==> config.mk <==
export PLATFORM = sky130hd
export DESIGN_NAME = sdg_top
export DESIGN_NICKNAME = d
export VERILOG_FILES = /design/src/sdg_pkg.sv /design/src/sdg_sync.sv /design/src/sdg_short_filter.sv /design/src/sdg_top.sv
export SDC_FILE = /design/constraint.sdc
export NUM_CORES = 1
export LEC_CHECK = 0
export BUFFER_PORTS_ARGS = -buffer_cell sky130_fd_sc_hd__buf_2
export CORE_UTILIZATION = 40
export CTS_CLUSTER_SIZE = 25
export DETAILED_ROUTE_END_ITERATION = 8
export PLACE_DENSITY_LB_ADDON = 0.2
export SLEW_MARGIN = 10
export SYNTH_ARGS = -nofsm -noshare
export SYNTH_HDL_FRONTEND = slang
export SYNTH_SLANG_ARGS = --single-unit
==> constraint.sdc <==
create_clock -name CLK_SYS -period 9.5 [get_ports CLK_SYS]
set_clock_uncertainty 0.1 [all_clocks]
set_input_delay 0.475 -clock CLK_SYS [delete_from_list [all_inputs] [get_ports CLK_SYS]]
set_output_delay 0.475 -clock CLK_SYS [all_outputs]
set_load 0.01 [all_outputs]
==> src/sdg_pkg.sv <==
// Shared constants of the step generator and diagnostics block.
// Assumes a 32-bit APB master and a single system clock.
package sdg_pkg;
	// Widths
	localparam int VEL_W = 24; // Signed velocity, full phase accumulator
	localparam int MS_W = 10; // Microstep counter, 1024 table entries
	localparam int TINT_W = 20; // Step interval counter
	localparam int ADDR_W = 8; // APB byte address width
	localparam int NSYNC = 11; // Pin inputs passing the synchroniser
	// Register byte offsets
	localparam logic [7:0] OFS_GLOBAL_CONFIG = 8'h00;
	localparam logic [7:0] OFS_INTERNAL_VELOCITY = 8'h04;
	localparam logic [7:0] OFS_STEP_INTERVAL = 8'h08;
	localparam logic [7:0] OFS_MICROSTEP_COUNTER = 8'h0C;
	localparam logic [7:0] OFS_DRIVER_STATE = 8'h10;
	localparam logic [7:0] OFS_ENERGY_THRESHOLD = 8'h14;
	// Global config fields
	localparam int CFG_ENABLE = 0;
	localparam int CFG_DIAG_STEP = 1;
	localparam int CFG_DIAG_INDEX = 2;
	localparam int CFG_DIAG_ERROR = 3;
	localparam logic [3:0] CFG_RESET = 4'h8;
	// Driver state word fields
	localparam int ST_OTPW = 0;
	localparam int ST_OT = 1;
	localparam int ST_SHORT = 2; // Four bits: gnd A, gnd B, supply A, supply B
	localparam int ST_OLA = 6;
	localparam int ST_OLB = 7;
	localparam int ST_UV = 8;
	localparam int ST_BRIDGE = 9;
	localparam int ST_SLOW = 10;
	// Other reset values and counts
	localparam logic [VEL_W-1:0] VEL_RESET = 24'h000000;
	localparam logic [TINT_W-1:0] THR_RESET = 20'h00000;
	localparam logic [1:0] SHORT_RETRIES = 2'h3;
endpackage

==> src/sdg_sync.sv <==
// Two-flop synchroniser for a bundle of pin inputs.
// Assumes each bit is an independent slow level.
`timescale 1ns/1ps
module sdg_sync #(
	parameter int W = 1
) (
	input wire logic clk,
	input wire logic rst,
	input wire logic [W-1:0] din,
	output logic [W-1:0] dout
);
	logic [W-1:0] meta_q; // First stage, read only by the second

	// Two stages; only the second is visible to logic
	always_ff @(posedge clk) begin
		if (rst) begin
			meta_q <= '0;
			dout <= '0;
		end else begin
			meta_q <= din;
			dout <= meta_q;
		end
	end
endmodule

==> src/sdg_short_filter.sv <==
// Short detection filter: one detection plus the retries must agree.
// Assumes a synchronised comparator level on the input.
`timescale 1ns/1ps
module sdg_short_filter #(
	parameter logic [1:0] RETRIES = sdg_pkg::SHORT_RETRIES
) (
	input wire logic clk,
	input wire logic rst,
	input wire logic detect,
	output logic confirm
);
	logic [1:0] cnt_q; // Retries already agreeing
	logic [1:0] cnt_d;

	// A gap in detection restarts the count, so a lone ESD glitch is dropped
	assign cnt_d = !detect ? 2'h0 : (cnt_q == RETRIES) ? cnt_q : cnt_q + 2'h1;
	assign confirm = detect && (cnt_q == RETRIES);

	always_ff @(posedge clk) begin
		if (rst) begin
			cnt_q <= 2'h0;
		end else begin
			cnt_q <= cnt_d;
		end
	end

	a_retry_three_agree: assert property (@(posedge clk) disable iff (rst)
		confirm |-> $past(detect, 1) && $past(detect, 2) && $past(detect, 3))
		else $error("short confirmed without three retries");
endmodule

==> src/sdg_top.sv <==
// Step pulse generator, protection flags and diagnostic pin, behind APB.
// Assumes comparator levels and STEP/DIR from pins, all asynchronous.
// How it works
// - Microstep rate is velocity times clock over 2^24
// - Velocity takes effect at once, no ramp
// - Interval counts clocks between consecutive microsteps
// - Step mode toggles diagnostic pin each microstep
// - Microstep counter wraps modulo 1024
// - Pre-warning and shutdown temperature flags
// - After shutdown, bridges off until pre-warning clears
// - Short confirmed only after three retries
// - Confirmed short kills bridges, sets phase flag
// - Short latch cleared only by disable, re-enable
// - Open-load flags are status only
// - Error mode raises pin on temperature shutdown, short or undervoltage
// - Index mode marks microstep counter zero
// - Config bits select the diagnostic pin source
// - State word shows shorts, undervoltage, open load
// - Counter indexes 1024-entry table, four fullsteps
// - Index active once per electrical period
//
// The register offsets and the APB slave port are this design's own decisions.
`timescale 1ns/1ps
module sdg_top (
	input wire logic CLK_SYS,
	input wire logic RESET,
	input wire logic PSEL,
	input wire logic PENABLE,
	input wire logic PWRITE,
	input wire logic [sdg_pkg::ADDR_W-1:0] PADDR,
	input wire logic [31:0] PWDATA,
	output logic [31:0] PRDATA,
	output logic PREADY,
	output logic PSLVERR,
	input wire logic STEP_IN,
	input wire logic DIR_IN,
	input wire logic TEMP_WARN_IN,
	input wire logic TEMP_SHUT_IN,
	input wire logic SHORT_GND_A_IN,
	input wire logic SHORT_GND_B_IN,
	input wire logic SHORT_SUP_A_IN,
	input wire logic SHORT_SUP_B_IN,
	input wire logic OPEN_LOAD_A_IN,
	input wire logic OPEN_LOAD_B_IN,
	input wire logic UNDERVOLT_IN,
	output logic BRIDGE_EN,
	output logic DIAG_OUT
);
	localparam int VW = sdg_pkg::VEL_W;
	localparam int MW = sdg_pkg::MS_W;
	localparam int TW = sdg_pkg::TINT_W;
	localparam logic [TW-1:0] TMAX = '1; // Interval saturates here

	// Synchronised pin levels
	logic [sdg_pkg::NSYNC-1:0] pins_s;
	logic step_s, dir_s, warn_s, shut_s, uv_s, ola_s, olb_s;
	logic [3:0] short_s; // Bit 0 gnd A, 1 gnd B, 2 supply A, 3 supply B
	logic [3:0] confirm; // Filtered short confirmations

	// Registers
	logic [3:0] cfg_q; // global_config
	logic [VW-1:0] vel_q; // internal_velocity
	logic [TW-1:0] thr_q; // energy_save_velocity_threshold
	logic [VW-1:0] acc_q; // Phase accumulator
	logic [MW-1:0] ms_q, ms_d; // microstep_counter
	logic [TW-1:0] tcnt_q; // Clocks since last microstep
	logic [TW-1:0] tint_q; // step_interval_clocks
	logic step_prev_q; // STEP level one cycle ago
	logic tog_q; // Step indication toggle
	logic en_prev_q; // Enable bit one cycle ago
	logic ot_hold_q, ot_hold_d; // overtemp_shutdown_flag
	logic otpw_q; // Pre-warning flag
	logic [3:0] short_q, short_d; // Latched short flags
	logic ola_q, olb_q, uv_q; // Live status flags
	logic diag_q; // Diagnostic pin register
	logic bridge_q, bridge_d;
	logic [31:0] rdata_q;

	// Step generator wires
	logic vel_neg, vel_zero, int_step, ext_step, ustep, dir_down;
	logic [VW-1:0] vel_mag;
	logic [VW:0] acc_sum;
	logic [TW-1:0] tcnt_inc;

	// Bus decode wires
	logic setup, wr_en, hit;
	logic sel_cfg, sel_vel, sel_tint, sel_ms, sel_st, sel_thr;
	logic [31:0] rd_mux, state_word;

	// Protection and diag wires
	logic en, en_rise, fault, diag_d;
	logic index_hit, slow;

	// Pin inputs pass two flops before any logic
	sdg_sync #(.W(sdg_pkg::NSYNC)) u_sync (
		.clk(CLK_SYS),
		.rst(RESET),
		.din({STEP_IN, DIR_IN, TEMP_WARN_IN, TEMP_SHUT_IN, SHORT_GND_A_IN,
			SHORT_GND_B_IN, SHORT_SUP_A_IN, SHORT_SUP_B_IN,
			OPEN_LOAD_A_IN, OPEN_LOAD_B_IN, UNDERVOLT_IN}),
		.dout(pins_s)
	);
	assign step_s = pins_s[10];
	assign dir_s = pins_s[9];
	assign warn_s = pins_s[8];
	assign shut_s = pins_s[7];
	// Reversed so that bit 0 (gnd A) lands on the lowest short bit of the state word
	assign short_s = {pins_s[3], pins_s[4], pins_s[5], pins_s[6]};
	assign ola_s = pins_s[2];
	assign olb_s = pins_s[1];
	assign uv_s = pins_s[0];

	// One filter per short comparator
	genvar gi;
	generate
		for (gi = 0; gi < 4; gi++) begin : g_short
			sdg_short_filter u_filt (
				.clk(CLK_SYS),
				.rst(RESET),
				.detect(short_s[gi]),
				.confirm(confirm[gi])
			);
		end
	endgenerate

	// APB decode; zero wait states, unmapped addresses answer with an error
	assign setup = PSEL && !PENABLE;
	assign sel_cfg = PADDR == sdg_pkg::OFS_GLOBAL_CONFIG;
	assign sel_vel = PADDR == sdg_pkg::OFS_INTERNAL_VELOCITY;
	assign sel_tint = PADDR == sdg_pkg::OFS_STEP_INTERVAL;
	assign sel_ms = PADDR == sdg_pkg::OFS_MICROSTEP_COUNTER;
	assign sel_st = PADDR == sdg_pkg::OFS_DRIVER_STATE;
	assign sel_thr = PADDR == sdg_pkg::OFS_ENERGY_THRESHOLD;
	assign hit = sel_cfg | sel_vel | sel_tint | sel_ms | sel_st | sel_thr;
	assign wr_en = PSEL && PENABLE && PWRITE && hit;
	assign PREADY = 1'b1;
	assign PSLVERR = PSEL && PENABLE && !hit;
	assign PRDATA = rdata_q;

	// Driver status word, reserved bits read zero
	assign state_word = {21'h000000, slow, bridge_q, uv_q, olb_q, ola_q,
		short_q, ot_hold_q, otpw_q};
	assign rd_mux = sel_cfg ? {28'h0000000, cfg_q} :
		sel_vel ? {8'h00, vel_q} :
		sel_tint ? {12'h000, tint_q} :
		sel_ms ? {22'h000000, ms_q} :
		sel_st ? state_word :
		sel_thr ? {12'h000, thr_q} : 32'h00000000;

	// Configuration registers; writes to read-only words are dropped
	always_ff @(posedge CLK_SYS) begin
		if (RESET) begin
			cfg_q <= sdg_pkg::CFG_RESET;
			vel_q <= sdg_pkg::VEL_RESET;
			thr_q <= sdg_pkg::THR_RESET;
		end else if (wr_en) begin
			if (sel_cfg) begin
				cfg_q <= PWDATA[3:0];
			end
			if (sel_vel) begin
				vel_q <= PWDATA[VW-1:0];
			end
			if (sel_thr) begin
				thr_q <= PWDATA[TW-1:0];
			end
		end
	end

	// Read data is captured in the setup cycle so PRDATA is a flop
	always_ff @(posedge CLK_SYS) begin
		if (RESET) begin
			rdata_q <= 32'h00000000;
		end else if (setup && !PWRITE) begin
			rdata_q <= rd_mux;
		end
	end

	// Velocity is signed; its magnitude feeds a 2^24 phase accumulator
	assign vel_neg = vel_q[VW-1];
	assign vel_zero = vel_q == '0;
	assign vel_mag = vel_neg ? VW'(-vel_q) : vel_q;
	assign acc_sum = {1'b0, acc_q} + {1'b0, vel_mag};
	assign int_step = acc_sum[VW];
	// The step pin only moves the motor while the internal generator rests
	assign ext_step = vel_zero && step_s && !step_prev_q;
	assign ustep = int_step || ext_step;
	assign dir_down = vel_zero ? dir_s : vel_neg;
	// Natural 10-bit wrap gives 1023 -> 0 and back, four fullsteps a lap
	assign ms_d = dir_down ? ms_q - MW'(1) : ms_q + MW'(1);
	assign tcnt_inc = (tcnt_q == TMAX) ? TMAX : tcnt_q + TW'(1);

	// Accumulator and counter: velocity acts from the next clock, no ramp
	always_ff @(posedge CLK_SYS) begin
		if (RESET) begin
			acc_q <= '0;
			ms_q <= '0;
			step_prev_q <= 1'b0;
			tog_q <= 1'b0;
		end else begin
			acc_q <= acc_sum[VW-1:0];
			step_prev_q <= step_s;
			if (ustep) begin
				ms_q <= ms_d;
				tog_q <= !tog_q;
			end
		end
	end

	// Interval between microsteps from either source, saturating at standstill
	always_ff @(posedge CLK_SYS) begin
		if (RESET) begin
			tcnt_q <= '0;
			tint_q <= TMAX;
		end else if (ustep) begin
			tcnt_q <= '0;
			tint_q <= tcnt_inc;
		end else begin
			tcnt_q <= tcnt_inc;
			if (tcnt_q == TMAX) begin
				tint_q <= TMAX;
			end
		end
	end
	// A long interval means slow motion, below the energy-save threshold
	assign slow = tint_q >= thr_q;

	// Protection: temperature hysteresis and short latches
	assign en = cfg_q[sdg_pkg::CFG_ENABLE];
	assign en_rise = en && !en_prev_q;
	// Shutdown is held until the pre-warning level is left; set wins
	assign ot_hold_d = shut_s || (ot_hold_q && warn_s);
	// New confirmations win over the re-enable clear
	assign short_d = (en_rise ? 4'h0 : short_q) | confirm;
	// Open load never enters the bridge enable; pre-warning only through the shutdown hold
	assign bridge_d = en && !ot_hold_d && (short_d == 4'h0) && !uv_s;
	assign fault = ot_hold_q || (short_q != 4'h0) || uv_q;

	// Flag registers, cleared at reset
	always_ff @(posedge CLK_SYS) begin
		if (RESET) begin
			en_prev_q <= 1'b0;
			ot_hold_q <= 1'b0;
			otpw_q <= 1'b0;
			short_q <= 4'h0;
			ola_q <= 1'b0;
			olb_q <= 1'b0;
			uv_q <= 1'b0;
			bridge_q <= 1'b0;
		end else begin
			en_prev_q <= en;
			ot_hold_q <= ot_hold_d;
			otpw_q <= warn_s;
			short_q <= short_d;
			ola_q <= ola_s;
			olb_q <= olb_s;
			uv_q <= uv_s;
			bridge_q <= bridge_d;
		end
	end
	assign BRIDGE_EN = bridge_q;

	// Diagnostic pin: OR of the selected sources
	assign index_hit = ms_q == '0;
	assign diag_d = (cfg_q[sdg_pkg::CFG_DIAG_ERROR] && fault) ||
		(cfg_q[sdg_pkg::CFG_DIAG_INDEX] && index_hit) ||
		(cfg_q[sdg_pkg::CFG_DIAG_STEP] && tog_q);
	always_ff @(posedge CLK_SYS) begin
		if (RESET) begin
			diag_q <= 1'b0;
		end else begin
			diag_q <= diag_d;
		end
	end
	assign DIAG_OUT = diag_q;

	// Checks
	a_short_kills_bridge: assert property (@(posedge CLK_SYS) disable iff (RESET)
		(confirm != 4'h0) |=> !BRIDGE_EN [*2])
		else $error("bridge on after confirmed short");
	a_short_needs_reenable: assert property (@(posedge CLK_SYS) disable iff (RESET)
		(short_q != 4'h0) && !en_rise |=> (short_q != 4'h0))
		else $error("short flag lost without re-enable");
	a_ot_hysteresis: assert property (@(posedge CLK_SYS) disable iff (RESET)
		ot_hold_q && warn_s |=> ot_hold_q && !BRIDGE_EN)
		else $error("bridge restarted above pre-warning");
	a_counter_wraps: assert property (@(posedge CLK_SYS) disable iff (RESET)
		ustep && !dir_down && ms_q == 10'h3FF |=> ms_q == 10'h000)
		else $error("microstep counter did not wrap");
	a_interval_capture: assert property (@(posedge CLK_SYS) disable iff (RESET)
		ustep && tcnt_q < TMAX |=> tint_q == $past(tcnt_q) + TW'(1))
		else $error("step interval wrong");
	a_zero_vel_still: assert property (@(posedge CLK_SYS) disable iff (RESET)
		vel_zero && !(step_s && !step_prev_q) |=> $stable(ms_q))
		else $error("counter moved at zero velocity");
	a_step_toggles_diag: assert property (@(posedge CLK_SYS) disable iff (RESET)
		cfg_q[3:1] == 3'h1 && ustep ##1 cfg_q[3:1] == 3'h1 |=> DIAG_OUT != $past(DIAG_OUT))
		else $error("diag did not toggle on microstep");
	a_index_marks_zero: assert property (@(posedge CLK_SYS) disable iff (RESET)
		cfg_q[sdg_pkg::CFG_DIAG_INDEX] && ms_q == 10'h000 |=> DIAG_OUT)
		else $error("index not shown at counter zero");
	a_error_on_diag: assert property (@(posedge CLK_SYS) disable iff (RESET)
		cfg_q[sdg_pkg::CFG_DIAG_ERROR] && fault |=> DIAG_OUT)
		else $error("fault not shown on diag");
	a_open_load_inert: assert property (@(posedge CLK_SYS) disable iff (RESET)
		(ola_s || olb_s) && en && !ot_hold_d && (short_d == 4'h0) && !uv_s |=> BRIDGE_EN)
		else $error("open load changed bridge state");
	a_rate_carry: assert property (@(posedge CLK_SYS) disable iff (RESET)
		(vel_q == 24'h400000) [*5] |-> int_step == $past(int_step, 4))
		else $error("quarter rate step period not four clocks");

	c_short_event: cover property (@(posedge CLK_SYS) disable iff (RESET) confirm != 4'h0);
	c_wrap_down: cover property (@(posedge CLK_SYS) disable iff (RESET)
		ustep && dir_down && ms_q == 10'h000);
	c_ot_release: cover property (@(posedge CLK_SYS) disable iff (RESET)
		ot_hold_q ##1 !ot_hold_q);
	c_reenable: cover property (@(posedge CLK_SYS) disable iff (RESET)
		en_rise && short_q != 4'h0);
endmodule

==> implementation parameters <==
Parameter                              Value

Finish
  Area occupied by multi-input gates    5450 µm²
  Most frequent standard cell in the layout excluding fill and tap cells    dfxtp_1
  Reg area    3800 µm²
  Area delta synth->final    11.8%
  Most used cells in the layout excluding fill and tap cells    dfxtp_1, nand2_1, a21oi_1
  Total number of nets in the final design    1319
  Filler cell count    2386
  Post-layout utilization of the core    0.458
  Fraction of layout cells with a size suffix above 1    0.109
  Total non-filler cell area in the finished layout    10800 µm²

Synth
  Part of the Yosys area used for sequential elements    0.393
  Number of library cell types mapped by synthesis    61
  Count of warnings emitted by yosys    0
  Flip-flop and latch count after synthesis    190
  Number of enable-type register cells in the synthesized netlist    0
  Mean Syn Cell Area    8.32 µm²
  Synthesized instance count    1163
  Netlist Area Pre-Place    9670 µm²
  Predominant post-synthesis flop cell    dfxtp_1
  Async SR Flop Fraction    0

Placed design
  Buffers on Ports    74
  Placer congestion estimate    0.849
  Half-perimeter wire length after placement    18.4 mm
  Total cell area at the placement stage    10300 µm²

Drt
  Detail-routed net length per standard cell    16.4 µm
  Vias/cell    5.31
  Via total after detailed routing    8157
  First-pass iteration count of the detailed router    5
  Detail Route Antenna Nets    0
  Final wirelength    25.2 mm
  1st-iter DRT viols    523
  DR DRC count    0

Floorplanning
  Top Ports    92
  Vert. Die Dim    158 µm
  Die outline width    158 µm
  Standard cell core area    23600 µm²
  Num rows    56
  Initial cell density of the core    0.410
  Die area    24800 µm²

Clock network
  Number of buffers inserted during clock tree synthesis    17
  Hold_buf cts    0
  Clock-pin transition on the worst setup and hold timing paths    80 ps
  Maximum buffer depth of the clock tree    2
  Cell chosen for the clock root    clkbuf_16
  Insertion delay to the later sink of the worst-skew pair    430 ps
  CTS tree    done
  Post-CTS Setup Inserts    0
  Post-CTS sizing    0
  H-tree level count    4
  Number of sinks handled by clock tree synthesis    190

STA
  Relative max-transition margin    0.262
  Sum Neg Setup Slack    0 ps
  Number of pins with negative max-slew slack in the final report    0
  Count of final hold-check violations    0
  Min cycle time layout    4720 ps
  Final count of negative-setup-slack endpoints    0
  FMAX    212 MHz
  Measured slew at the worst slew-check pin    1110 ps
  Setup repair after global routing missed its margin    no
  Part of the cycle the worst path needs    0.496

Setup path
  R2R Path End    tcnt_q[9]
  Origin of the critical flop-to-flop path    vel_q[2]
  Sequence of cells on the critical path    or4_4 > nor3_4 > nand4_1 > o31ai_1 > xnor2_1 > ha_1 > a21oi_1 > o21ai_0 > a21oi_1 > o31ai_4 > nor3_2 > o21ai_1 > buf_4 > a21oi_1
  Worst EP required    9750 ps
  Category of the worst setup path launch point    register
  R2r setup slk    4780 ps
  Depth of the worst register-to-register path    14
  Critical path data arrival time    4970 ps
  Element type at the critical path end    register
  WS Path Type    register to register
  Cell repeated most along the worst path    a21oi_1
  Cell at the slowest stage of the critical path    nor3_2
  Slowest Stage Delay on Critical Path    810 ps
  Max Fanout on Critical Path    20

Flow run
  Maxcap violations    0

Worst hold path
  End point of the most critical hold path    u_sync.meta_q[10]
  Min-Delay Path Depth    2
  Worst hold path startpoint    STEP_IN
  Worst Hold Class    input pin to register

Global routing
  Overflow left after global routing    0
  Wire length of the first global-routing pass    40.3 mm
  GRT Util Overall    0.209
  Antenna violations before repair    1
  Pin count of the biggest net entering global routing    53
  Vias in the first global route    7676

Power
  Leakage dissipation    0.00434 µW
  Power per Cell Area    148 nW/µm²
  VDD IR-drop max    72.6 µV

Run status
  Run status    completed
-- per-stage QoR --
stage	instances	power, µW	setup WS [ps]	hold WS (ps)
global route	1535	1650	4410	146
finish	1536	1600	4780	144
detailed placement	1503	913	4850	320
global placement	1503	913	4800	321
CTS	1535	1610	4840	128
floorplan	1170	883	5600	314
-- flip-flops by register name (all words and copies together) (netlist names), 10 cells and up --
signal         cells
thr_q             20
acc_q             24
u_sync.meta_q     11
vel_q             24
tint_q            20
tcnt_q            20
u_sync.dout       11
ms_q              10
PRDATA            24
-- cell usage after synthesis, types with 3 or more instances --
master,n,share of area
buf_1,8,0.0031
nand3_1,34,0.018
buf_2,6,0.0031
a21o_1,17,0.013
a21boi_0,5,0.0039
o21a_1,4,0.0031
clkbuf_1,42,0.016
o31ai_1,9,0.0070
buf_4,13,0.010
o211ai_1,5,0.0039
a21oi_1,139,0.072
a311oi_1,9,0.0081
dfxtp_1,190,0.39
nand2b_1,8,0.0052
nand2_1,143,0.055
and2_1,4,0.0026
a31oi_1,10,0.0065
a22oi_1,23,0.018
o41ai_1,3,0.0027
or3_1,4,0.0026
and3_1,25,0.016
a211o_1,3,0.0027
nor2b_1,37,0.024
or4_1,3,0.0023
mux2_2,3,0.0035
nor3_1,21,0.011
o21ai_0,68,0.035
nor2_1,81,0.031
and4_1,3,0.0027
nand4_1,12,0.0078
nor3b_1,4,0.0031
ha_1,58,0.075
xnor2_1,35,0.032
xor2_1,24,0.022
mux2i_1,21,0.022
a211oi_1,9,0.0070
inv_1,40,0.016
nor4_1,7,0.0045
a221oi_1,5,0.0045
-- worst max-delay path: cells and delay by family, from the launching register on --
| kind | cells | cell delay (ps) |
|---|---|---|
| AND/OR/NAND/NOR | 4 | 2050 |
| AO/OA/AOI/OAI | 7 | 1300 |
| flip-flops | 1 | 380 |
| adder cells (fa/ha/maj) | 1 | 380 |
| buffers and inverters | 1 | 240 |
| XOR/XNOR | 1 | 180 |
-- where the power goes --
part / internal (µW) / switching [µW]
logic: 28.4 / 50.0
clock network: 351 / 353
registers: 808 / 7.77
-- final cells by class --
| class | count | area share |
|---|---|---|
| antenna | 1 | 0.000231 |
| clock buffer | 18 | 0.0397 |
| clock inverter | 14 | 0.0127 |
| inverter | 41 | 0.0142 |
| multi-input combinational | 870 | 0.504 |
| sequential | 190 | 0.352 |
| tap | 319 | 0.0369 |
| timing repair buffer | 83 | 0.0407 |
-- logic make-up (layout without fill, tap and decap cells) --
kind of cell,count (synthesis),after routing,share of synthesized area
flops,190,190,0.393
simple gates,395,395,0.197
mux,24,24,0.0252
xor+xnor,59,59,0.0534
fa+ha+maj,60,60,0.0792
other cells,2,10,0.000776
compound gates,323,323,0.203
buf+inv,110,156,0.0485
-- layer usage --
metal / up-vias / global-route usage / routed length [µm]
met5: - / 0 / 0
met4: 0 / 0.0624 / 414
met3: 27 / 0.0286 / 898
met2: 151 / 0.339 / 11600
met1: 3812 / 0.286 / 12300
li1: 4167 / - / -
-- how the worst max path moves through the flow --
stage / startpoint / end / slack (ps) / depth (start not counted)
final: vel_q[2] / tcnt_q[9] / 4780 / 14
after global routing: vel_q[2] / tcnt_q[14] / 4410 / 14
after CTS: vel_q[2] / tcnt_q[9] / 4840 / 14
after detailed placement: vel_q[2] / tcnt_q[9] / 4850 / 14
after global placement: vel_q[2] / ms_q[2] / 4800 / 13
after floorplan: vel_q[2] / ms_q[0] / 5600 / 16
Note: power is estimated with default switching activity, not from simulation.
